### config.mk
export PLATFORM = sky130hd
export DESIGN_NAME = tid_decoder
export DESIGN_NICKNAME = d
export VERILOG_FILES = /design/src/common/tid_pkg.sv /design/src/rtl/tid_decoder.sv /design/src/rtl/tid_field_split.sv
export SDC_FILE = /design/constraint.sdc
export NUM_CORES = 1
export LEC_CHECK = 0
export ABC_AREA = 0
export BUFFER_PORTS_ARGS = -buffer_cell sky130_fd_sc_hd__clkbuf_2
export CAP_MARGIN = 15
export CORE_AREA = 4 4 62 121
export CTS_CLUSTER_DIAMETER = 80
export DETAILED_ROUTE_END_ITERATION = 7
export DIE_AREA = 0 0 66 125
export PLACE_DENSITY = 0.66
export SLEW_MARGIN = 20
export SYNTH_ARGS = -nofsm -noshare
export SYNTH_HDL_FRONTEND = slang
export SYNTH_HIERARCHICAL = 1
export SYNTH_SLANG_ARGS = --single-unit
### constraint.sdc
create_clock -name MCLK_IN -period 1.45 [get_ports MCLK_IN]
set_input_delay 0.2175 -clock MCLK_IN [delete_from_list [all_inputs] [get_ports MCLK_IN]]
set_output_delay 0.2175 -clock MCLK_IN [all_outputs]
set_load 0.005 [all_outputs]
### src/common/tid_pkg.sv
/*
 * package for the 12-bit instruction decoder: field positions, group and
 * opcode encodings, timing counts and the carrier struct.
 * assumes a single oscillator clock and no software-visible registers.
 */
package tid_pkg;

    localparam int WORD_W = 12;
    localparam int FILE_W = 5;
    localparam int BIT_W = 3;
    localparam int LIT_W = 8;
    localparam int LIT9_W = 9;
    // field positions inside the word
    localparam int DEST_POS = 5;
    localparam int BITSEL_LSB = 5;
    // oscillator periods per instruction cycle
    localparam int PHASES = 4;
    localparam logic [1:0] PHASE_LAST = 2'h3;
    localparam logic [6:0] FILE_ADDR_MAX = 7'h7F;
    localparam logic [1:0] CYC_ONE = 2'h1;
    localparam logic [1:0] CYC_TWO = 2'h2;
    // special words inside the zero-top group
    localparam logic [11:0] W_NOP = 12'h000;
    localparam logic [11:0] W_OPTION = 12'h002;
    localparam logic [11:0] W_SLEEP = 12'h003;
    localparam logic [11:0] W_CLRWDT = 12'h004;

    typedef enum logic [2:0] {
        GRP_BYTE = 3'b001,
        GRP_BIT  = 3'b010,
        GRP_LIT  = 3'b100
    } tid_group_t;

    typedef enum logic [5:0] {
        OP_BYTE  = 6'h00,
        OP_BCF   = 6'h01,
        OP_BSF   = 6'h02,
        OP_BTFSC = 6'h03,
        OP_BTFSS = 6'h04,
        OP_RETLW = 6'h05,
        OP_CALL  = 6'h06,
        OP_GOTO  = 6'h07,
        OP_MOVLW = 6'h08,
        OP_IORLW = 6'h09,
        OP_ANDLW = 6'h0A,
        OP_XORLW = 6'h0B,
        OP_MISC  = 6'h0C
    } tid_op_t;

    typedef struct packed {
        tid_group_t group;
        tid_op_t op;
        logic [5:0] byte_op;
        logic dest_file;
        logic [2:0] bit_sel;
        logic [6:0] file_addr;
        logic [8:0] literal;
        logic lit_wide;
        logic is_skip;
        logic is_jump;
    } tid_dec_t;

endpackage : tid_pkg

### src/rtl/tid_decoder.sv
/*
 * 12-bit instruction decoder with a four-phase instruction cycle timer.
 * assumes program memory holds INSTR_IN steady across a cycle and the
 * executing core reports the outcome of conditional tests on COND_TRUE_IN.
 */
`timescale 1ns/10ps
module tid_decoder #(
    parameter int WORD_BITS = tid_pkg::WORD_W
) (
    input wire logic MCLK_IN,
    input wire logic RST_IN,
    input wire logic [11:0] INSTR_IN,
    input wire logic COND_TRUE_IN,
    output logic CYCLE_START_OUT,
    output logic [1:0] PHASE_OUT,
    output logic DEC_VALID_OUT,
    output logic [2:0] GROUP_OUT,
    output logic [5:0] OPCODE_OUT,
    output logic [5:0] BYTE_OP_OUT,
    output logic DEST_FILE_OUT,
    output logic [2:0] BIT_SEL_OUT,
    output logic [6:0] FILE_ADDR_OUT,
    output logic [8:0] LITERAL_OUT,
    output logic LIT_WIDE_OUT,
    output logic [1:0] CYCLES_OUT,
    output logic FLUSH_OUT
);

    if (WORD_BITS != tid_pkg::WORD_W) begin : g_width_check
        $error("only 12-bit instruction words are supported");
    end

    typedef struct packed {
        logic [1:0] phase;
        logic start;
        logic valid;
        tid_pkg::tid_dec_t dec;
        logic [1:0] cycles;
        logic flush;
        logic second;
    } tid_state_t;

    tid_pkg::tid_dec_t split;
    tid_state_t s_q;
    tid_state_t s_d;

    // pure field split; word is taken from memory on the same clock
    tid_field_split u_split (
        .word_in(INSTR_IN),
        .dec_out(split)
    );

    // phase counter, latch on last phase, cycle count resolution
    always_comb begin
        s_d = s_q;
        s_d.start = 1'b0;
        s_d.phase = s_q.phase + 2'h1;
        if (s_q.phase == tid_pkg::PHASE_LAST) begin
            s_d.start = 1'b1;
            if (s_q.second) begin
                // second cycle executes a discarded fetch, no new decode
                s_d.second = 1'b0;
                s_d.valid = 1'b0;
                s_d.flush = 1'b0;
            end else begin
                s_d.dec = split; // don't-care bits never reach a compare
                s_d.valid = 1'b1;
                s_d.cycles = split.is_jump ? tid_pkg::CYC_TWO : tid_pkg::CYC_ONE;
                s_d.flush = split.is_jump;
                s_d.second = split.is_jump;
            end
        end else if (s_q.phase == 2'h2 && s_q.valid && s_q.dec.is_skip && COND_TRUE_IN && !s_q.second) begin
            // test outcome known late in the cycle stretches it to two
            s_d.cycles = tid_pkg::CYC_TWO;
            s_d.flush = 1'b1;
            s_d.second = 1'b1;
        end
    end

    always_ff @(posedge MCLK_IN or posedge RST_IN) begin
        if (RST_IN) begin
            s_q <= '0;
        end else begin
            s_q <= s_d;
        end
    end

    assign CYCLE_START_OUT = s_q.start;
    assign PHASE_OUT = s_q.phase;
    assign DEC_VALID_OUT = s_q.valid;
    assign GROUP_OUT = s_q.dec.group;
    assign OPCODE_OUT = s_q.dec.op;
    assign BYTE_OP_OUT = s_q.dec.byte_op;
    assign DEST_FILE_OUT = s_q.dec.dest_file;
    assign BIT_SEL_OUT = s_q.dec.bit_sel;
    assign FILE_ADDR_OUT = s_q.dec.file_addr;
    assign LITERAL_OUT = s_q.dec.literal;
    assign LIT_WIDE_OUT = s_q.dec.lit_wide;
    assign CYCLES_OUT = s_q.cycles;
    assign FLUSH_OUT = s_q.flush;

endmodule : tid_decoder

### src/rtl/tid_field_split.sv
/*
 * combinational field splitter: group and opcode from the top bits first,
 * then operands from the rest.
 * assumes a stable 12-bit word at its input.
 */
`timescale 1ns/10ps
module tid_field_split (
    input wire logic [11:0] word_in,
    output tid_pkg::tid_dec_t dec_out
);

    // top bits choose the group, then the operand fields are read
    always_comb begin
        dec_out = '0;
        dec_out.group = tid_pkg::GRP_LIT;
        dec_out.op = tid_pkg::OP_MISC;
        dec_out.file_addr = {2'h0, word_in[tid_pkg::FILE_W-1:0]};
        unique casez (word_in[11:8])
            4'b00??: begin
                // byte group, plus the fixed control words at the bottom
                dec_out.group = tid_pkg::GRP_BYTE;
                dec_out.op = tid_pkg::OP_BYTE;
                dec_out.byte_op = word_in[11:6];
                dec_out.dest_file = word_in[tid_pkg::DEST_POS];
                if (word_in[11:5] == 7'h00) begin
                    // control words: only the low five bits count
                    dec_out.group = tid_pkg::GRP_LIT;
                    dec_out.op = tid_pkg::OP_MISC;
                    dec_out.literal = {4'h0, word_in[4:0]};
                end
            end
            4'b01??: begin
                dec_out.group = tid_pkg::GRP_BIT;
                dec_out.bit_sel = word_in[tid_pkg::BITSEL_LSB +: tid_pkg::BIT_W];
                unique case (word_in[9:8])
                    2'h0: dec_out.op = tid_pkg::OP_BCF;
                    2'h1: dec_out.op = tid_pkg::OP_BSF;
                    2'h2: dec_out.op = tid_pkg::OP_BTFSC;
                    2'h3: dec_out.op = tid_pkg::OP_BTFSS;
                endcase
                dec_out.is_skip = word_in[9];
            end
            4'b101?: begin
                // wide literal: jump target takes nine bits
                dec_out.op = tid_pkg::OP_GOTO;
                dec_out.literal = word_in[8:0];
                dec_out.lit_wide = 1'b1;
                dec_out.is_jump = 1'b1;
            end
            default: begin
                dec_out.literal = {1'b0, word_in[7:0]};
                unique case (word_in[11:8])
                    4'h8: dec_out.op = tid_pkg::OP_RETLW;
                    4'h9: dec_out.op = tid_pkg::OP_CALL;
                    4'hC: dec_out.op = tid_pkg::OP_MOVLW;
                    4'hD: dec_out.op = tid_pkg::OP_IORLW;
                    4'hE: dec_out.op = tid_pkg::OP_ANDLW;
                    default: dec_out.op = tid_pkg::OP_XORLW;
                endcase
                dec_out.is_jump = (word_in[11:9] == 3'b100);
            end
        endcase
        // skip-capable byte ops: decf-skip and incf-skip
        if (dec_out.group == tid_pkg::GRP_BYTE) begin
            dec_out.is_skip = (word_in[11:6] == 6'h0B) || (word_in[11:6] == 6'h0F);
        end
    end

endmodule : tid_field_split

* Word-level counts from Yosys, hierarchy flattened
Index checks and enable logic that the tools add are counted.
** Word-level totals
- Register bits after elaboration :: 44
- Input bits :: 15
- Output and inout bits :: 43
- Word-level logic and storage cells :: 68
** Cells by class
- $add $sub $neg :: 1
- Equality and inequality tests :: 17
- Multiplexer cells :: 20
- Bitwise gates (word level) :: 1
- Reduce and logical (&&, ||, !) cells :: 13
** Operator list (count)
- two-way mux 40 bit :: 2
- case mux 9 bit (3 select lines) :: 1
- case mux 6 bit (4 select lines) :: 1
- == test 4 bit, second input constant :: 5
- case mux 4 bit (5 select lines) :: 1
- case mux 6 bit (3 select lines) :: 1
- == test 6 x 4 -> 1 bit, second input constant :: 2
- two-way mux 9 bit :: 1
- == test 2 bit, second input constant :: 4
- two-way mux 4 bit :: 2
- zero test 7 bit :: 1
- two-way mux 7 bit :: 1
- == test 3 bit, second input constant :: 2
- case mux 3 bit (2 select lines) :: 1
- two-way mux 5 bit :: 1
- == test 2 x 1 -> 1 bit, second input constant :: 2
- logical AND 1 bit :: 4
- zero test 2 bit :: 2
- two-way mux 1 bit :: 4
- two-way mux 2 bit :: 2
- AND reduction 2 bit :: 2
- == test 3 x 1 -> 1 bit, second input constant :: 1
- two-way mux 3 bit :: 1
- adder 2 x 1 -> 2 bit, second input constant :: 1
- other kinds (7) :: 7

* Depth between registers and ports, before layout
- Word-level depth :: 7
- Gate-level depth with buffers :: 6
- Gate-level depth less buffers :: 6

* Modules after synthesis
Netlist, hierarchy kept.
** Modules (own cells, without submodules)
- tid_decoder :: instances 1, cells each 141, area each 2127.0 sq um, sequential area each 1101.1 sq um
- tid_field_split :: instances 1, cells each 67, area each 446.7 sq um, sequential area each 0.0 sq um

* Least setup slack after synthesis
No wires, ideal clock.
- Path type :: input -> register
- From :: input INSTR_IN[8]
- To :: register s_q, in the netlist OPCODE_OUT[1]
- Setup time :: 0.125 ns
- Arrival time :: 1.401 ns
- Data required time :: 1.325 ns
- Path slack :: -0.076 ns
- Stages :: 6
- Path buffers :: 0
- Cell sequence :: inv_1 ha_1 or4b_4 o311ai_2 o21ai_2 mux2_4
** RTL lines
- from (decl) :: line tid_decoder.sv:12 : input wire logic [11:0] INSTR_IN,
- to (signal assigned) :: line tid_decoder.sv:82 : s_q <= '0;
- to (signal assigned) :: line tid_decoder.sv:84 : s_q <= s_d;
- to (decl) :: line tid_decoder.sv:44 : tid_state_t s_q;

* Final worst setup path
- From :: register s_q, in the netlist PHASE_OUT[1]
- To :: register s_q, in the netlist LITERAL_OUT[1]
** Between the ends
- Word-level cells in the longest chain between the ends :: 2
** Ends and longest elaborated chain
- == test 2 bit :: line tid_decoder.sv:58 : if (s_q.phase == tid_pkg::PHASE_LAST) begin
- AND reduction 2 bit (no line)
No other way between the ends.
A chain may end at the register's enable or synchronous reset.

==> metrics <==
gr ovfl total=0; sequential share of the synthesized area=0.428; routing usage on met2=0.225; Sw Share=0.216; Synth Warn #=6; site row count=42; CP endpoint=LITERAL_OUT[1]; drt pass-1 iters=4; initial DRC count=between 60 and 70; antenna violations before repair=0; ranking of synthesized cells by area=dfrtp_1, mux2_4, buf_4; M1 GR Usage=0.140; max-slew violation count=0; worst-skew pair later-pin latency=roughly 0.28 ns; reg-to-reg critical path endpoint=LITERAL_OUT[1]; Num CTS Buffers=5; die width=roughly 66 µm; pwr dens=between 1000 and 1500 nW/µm²; CP startpoint kind=flop; combinational group share of total power=0.147; design internal power=~2.5 mW; Die Span Y=between 100 and 150 µm; cell area after placement=2760 µm²; critical path type=reg -> reg; Seq pwr share=0.437; synth unique cells=36; first-pass GRT wire length=7.98 mm; Cell Area, Synth=2570 µm²; final setup fails=11; crit share post-route=1.01; final setup margin=-0.0113 ns; Worst VDD drop=0.000569 V; Post-Place Cells=about 330; CP Data Required Time=between 1.5 and 2 ns; vias=~1500; FFs w/ async S/R, synth=1.00; clk slew on worst S/H paths=0.06 ns; dpl hpwl=3.75 mm; area occupied by multi-input gates=1020 µm²; clock tree sinks=44; Port Buffers=between 50 and 60; hold slack=~0.18 ns; beginning of the critical path=PHASE_OUT[1]; Ant. Diodes=0; Seq cells post-synth=44; Yosys top cell by area=dfrtp_1; Residual DRC=0; Routed WL=~4.9 mm; largest net degree at the start of global routing=30; htree depth=2; crit path DAT=between 1.5 and 2 ns; f_max=about 680 MHz; root buffer cell=clkbuf_16; vias in the first global route=1589; Layout fillers=634; synthesis-to-finish area growth=17.1%; MaxCap Viol Count=0; CTS tree=done; Ports=58; EDFF count, synth=0; fin crit period=~1.5 ns; reg-to-reg startpoint=PHASE_OUT[1]; Reg2Reg Setup Slack=-0.01 ns; Clock Tree Buf Depth=2; net switching power=between 0.6 and 0.7 mW; worst reg2reg path depth=5; Final nets=between 200 and 300; Synth top area share=0.428; grt peak-use layer=met2; Clock Power Share=0.416; leakage=between 1.5 and 2 nW; Core ar.=6570 µm²; post-route cell area=3010 µm²; final cell count without fillers=about 340; Routability Congestion=a little over 0.8; DRT antenna net count=0; post-DR vias/cell=~4.4; die area=roughly 8300 µm²; ys flop type=dfrtp_1; CP Capture Type=flop; M3 GR Usage=0.0305; post-DR wirelength/cell=about 15 µm; Mapped Cells=between 200 and 250; RSZ-0062 raised after global routing=yes; worst-path fanout max=15; run status=complete, but fails checks; final hold violation count=0; Initial Util=0.392; failing checks=setup timing; Hold Path Class=in -> reg; Avg Inst Size Synth=around 12 µm²; Reg area=approximately 1100 µm²; GRT Total Usage=0.128; clk_skew=~0.0056 ns; layout cell share with drive strength beyond 1=0.564; PnR Total Power=3.23 mW
## synth_stat cells (4+ instances only)
master   count
buf_4       49
dfrtp_1     44
mux2_4      30
and2_1      11
inv_1        9
mux2_2       7
ha_1         6
nand2_1      6
nor2b_1      6
buf_12       4
nor2_1       4
nor3_1       4
## final cells by class
class	count	share of cell area
Clock buffer	7	0.0506
Clock inverter	1	0.00996
Inverter	9	0.0112
Multi-Input combinational cell	105	0.339
Sequential cell	44	0.365
Tap cell	88	0.0365
Timing Repair Buffer	84	0.188
## power by group through the flow
stage          clock (mW)  combinational (mW)  sequential, mW
6_report             1.34               0.474            1.41
5_1_grt              1.44               0.527            1.42
4_1_cts              1.39               0.487            1.41
3_5_place_dp            0               0.482            1.43
3_3_place_gp            0               0.473            1.43
2_1_floorplan           0               0.423            1.41
## cells by family after synthesis
kind of cell / count (synthesis) / synth area share
fa+ha+maj: 6 / 0.0292
other cells: 1 / 0.00146
simple gates: 43 / 0.101
mux: 37 / 0.206
buf+inv: 64 / 0.193
compound gates: 13 / 0.0418
flops: 44 / 0.428
## worst max-delay path, cell delays in order, from the launching register on
cell	delay (ns)
dfrtp_1	0.36
ha_2	0.18
nor2b_4	0.18
buf_12	0.14
buf_12	0.17
mux2_4	0.31
## worst min-delay path by stage
stage	start	slack, ns	endpoint	depth (start not counted)
finish	INSTR_IN[3]	0.18	FILE_ADDR_OUT[3]	2
global route	INSTR_IN[1]	0.18	FILE_ADDR_OUT[1]	2
CTS	INSTR_IN[1]	0.17	FILE_ADDR_OUT[1]	2
detailed placement	RST_IN	0.21	FILE_ADDR_OUT[0]	2
global placement	RST_IN	0.20	FILE_ADDR_OUT[2]	2
floorplan	INSTR_IN[9]	0.45	s_q[5]	3
## state kept, by name, summed over array words and instances, names as in the netlist, 2 cells and up
signal         count
BIT_SEL_OUT        3
BYTE_OP_OUT        6
CYCLES_OUT         2
FILE_ADDR_OUT      7
GROUP_OUT          3
LITERAL_OUT        9
OPCODE_OUT         6
PHASE_OUT          2
## per-stage QoR
step / setup TNS (ns) / utilization / setup WS, ns
6_report: -0.0428 / 0.459 / -0.0113
5_1_grt: -0.623 / 0.459 / -0.0433
4_1_cts: 0 / 0.450 / 0.0137
3_5_place_dp: -0.453 / 0.420 / -0.140
3_3_place_gp: -0.199 / 0.420 / -0.123
2_1_floorplan: -0.0295 / - / -0.0295
## placed cells by master (no fill, tap or decap), types with 2 or more instances in the layout
cell and instances:
conb_1 6, mux2_4 30, and2_1 11, clkbuf_2 57, dfrtp_1 44, clkbuf_8 2
buf_12 4, nand2_1 6, buf_4 20, nand3_1 2, nor3_1 4, nor2_1 4
nor2b_1 6, ha_1 3, nand2b_1 3, inv_2 2, clkbuf_16 6, mux2_2 7
ha_2 2, inv_1 7, a21oi_1 2
## timing repair
item	in CTS	in global routing
buffers inserted	0	2
hold buffers	1	0
hold endpoints to repair	15	0
setup endpoints to repair	0	4
gates resized for setup	0	2
## layer usage
| layer | vias up | wire length, µm |
|---|---|---|
| met5 | - | 0 |
| met4 | 0 | 150 |
| met3 | 10 | 215 |
| met2 | 31 | 2720 |
| met1 | 734 | 1830 |
| li1 | 724 | - |
Power figures use the tool's default switching activity.
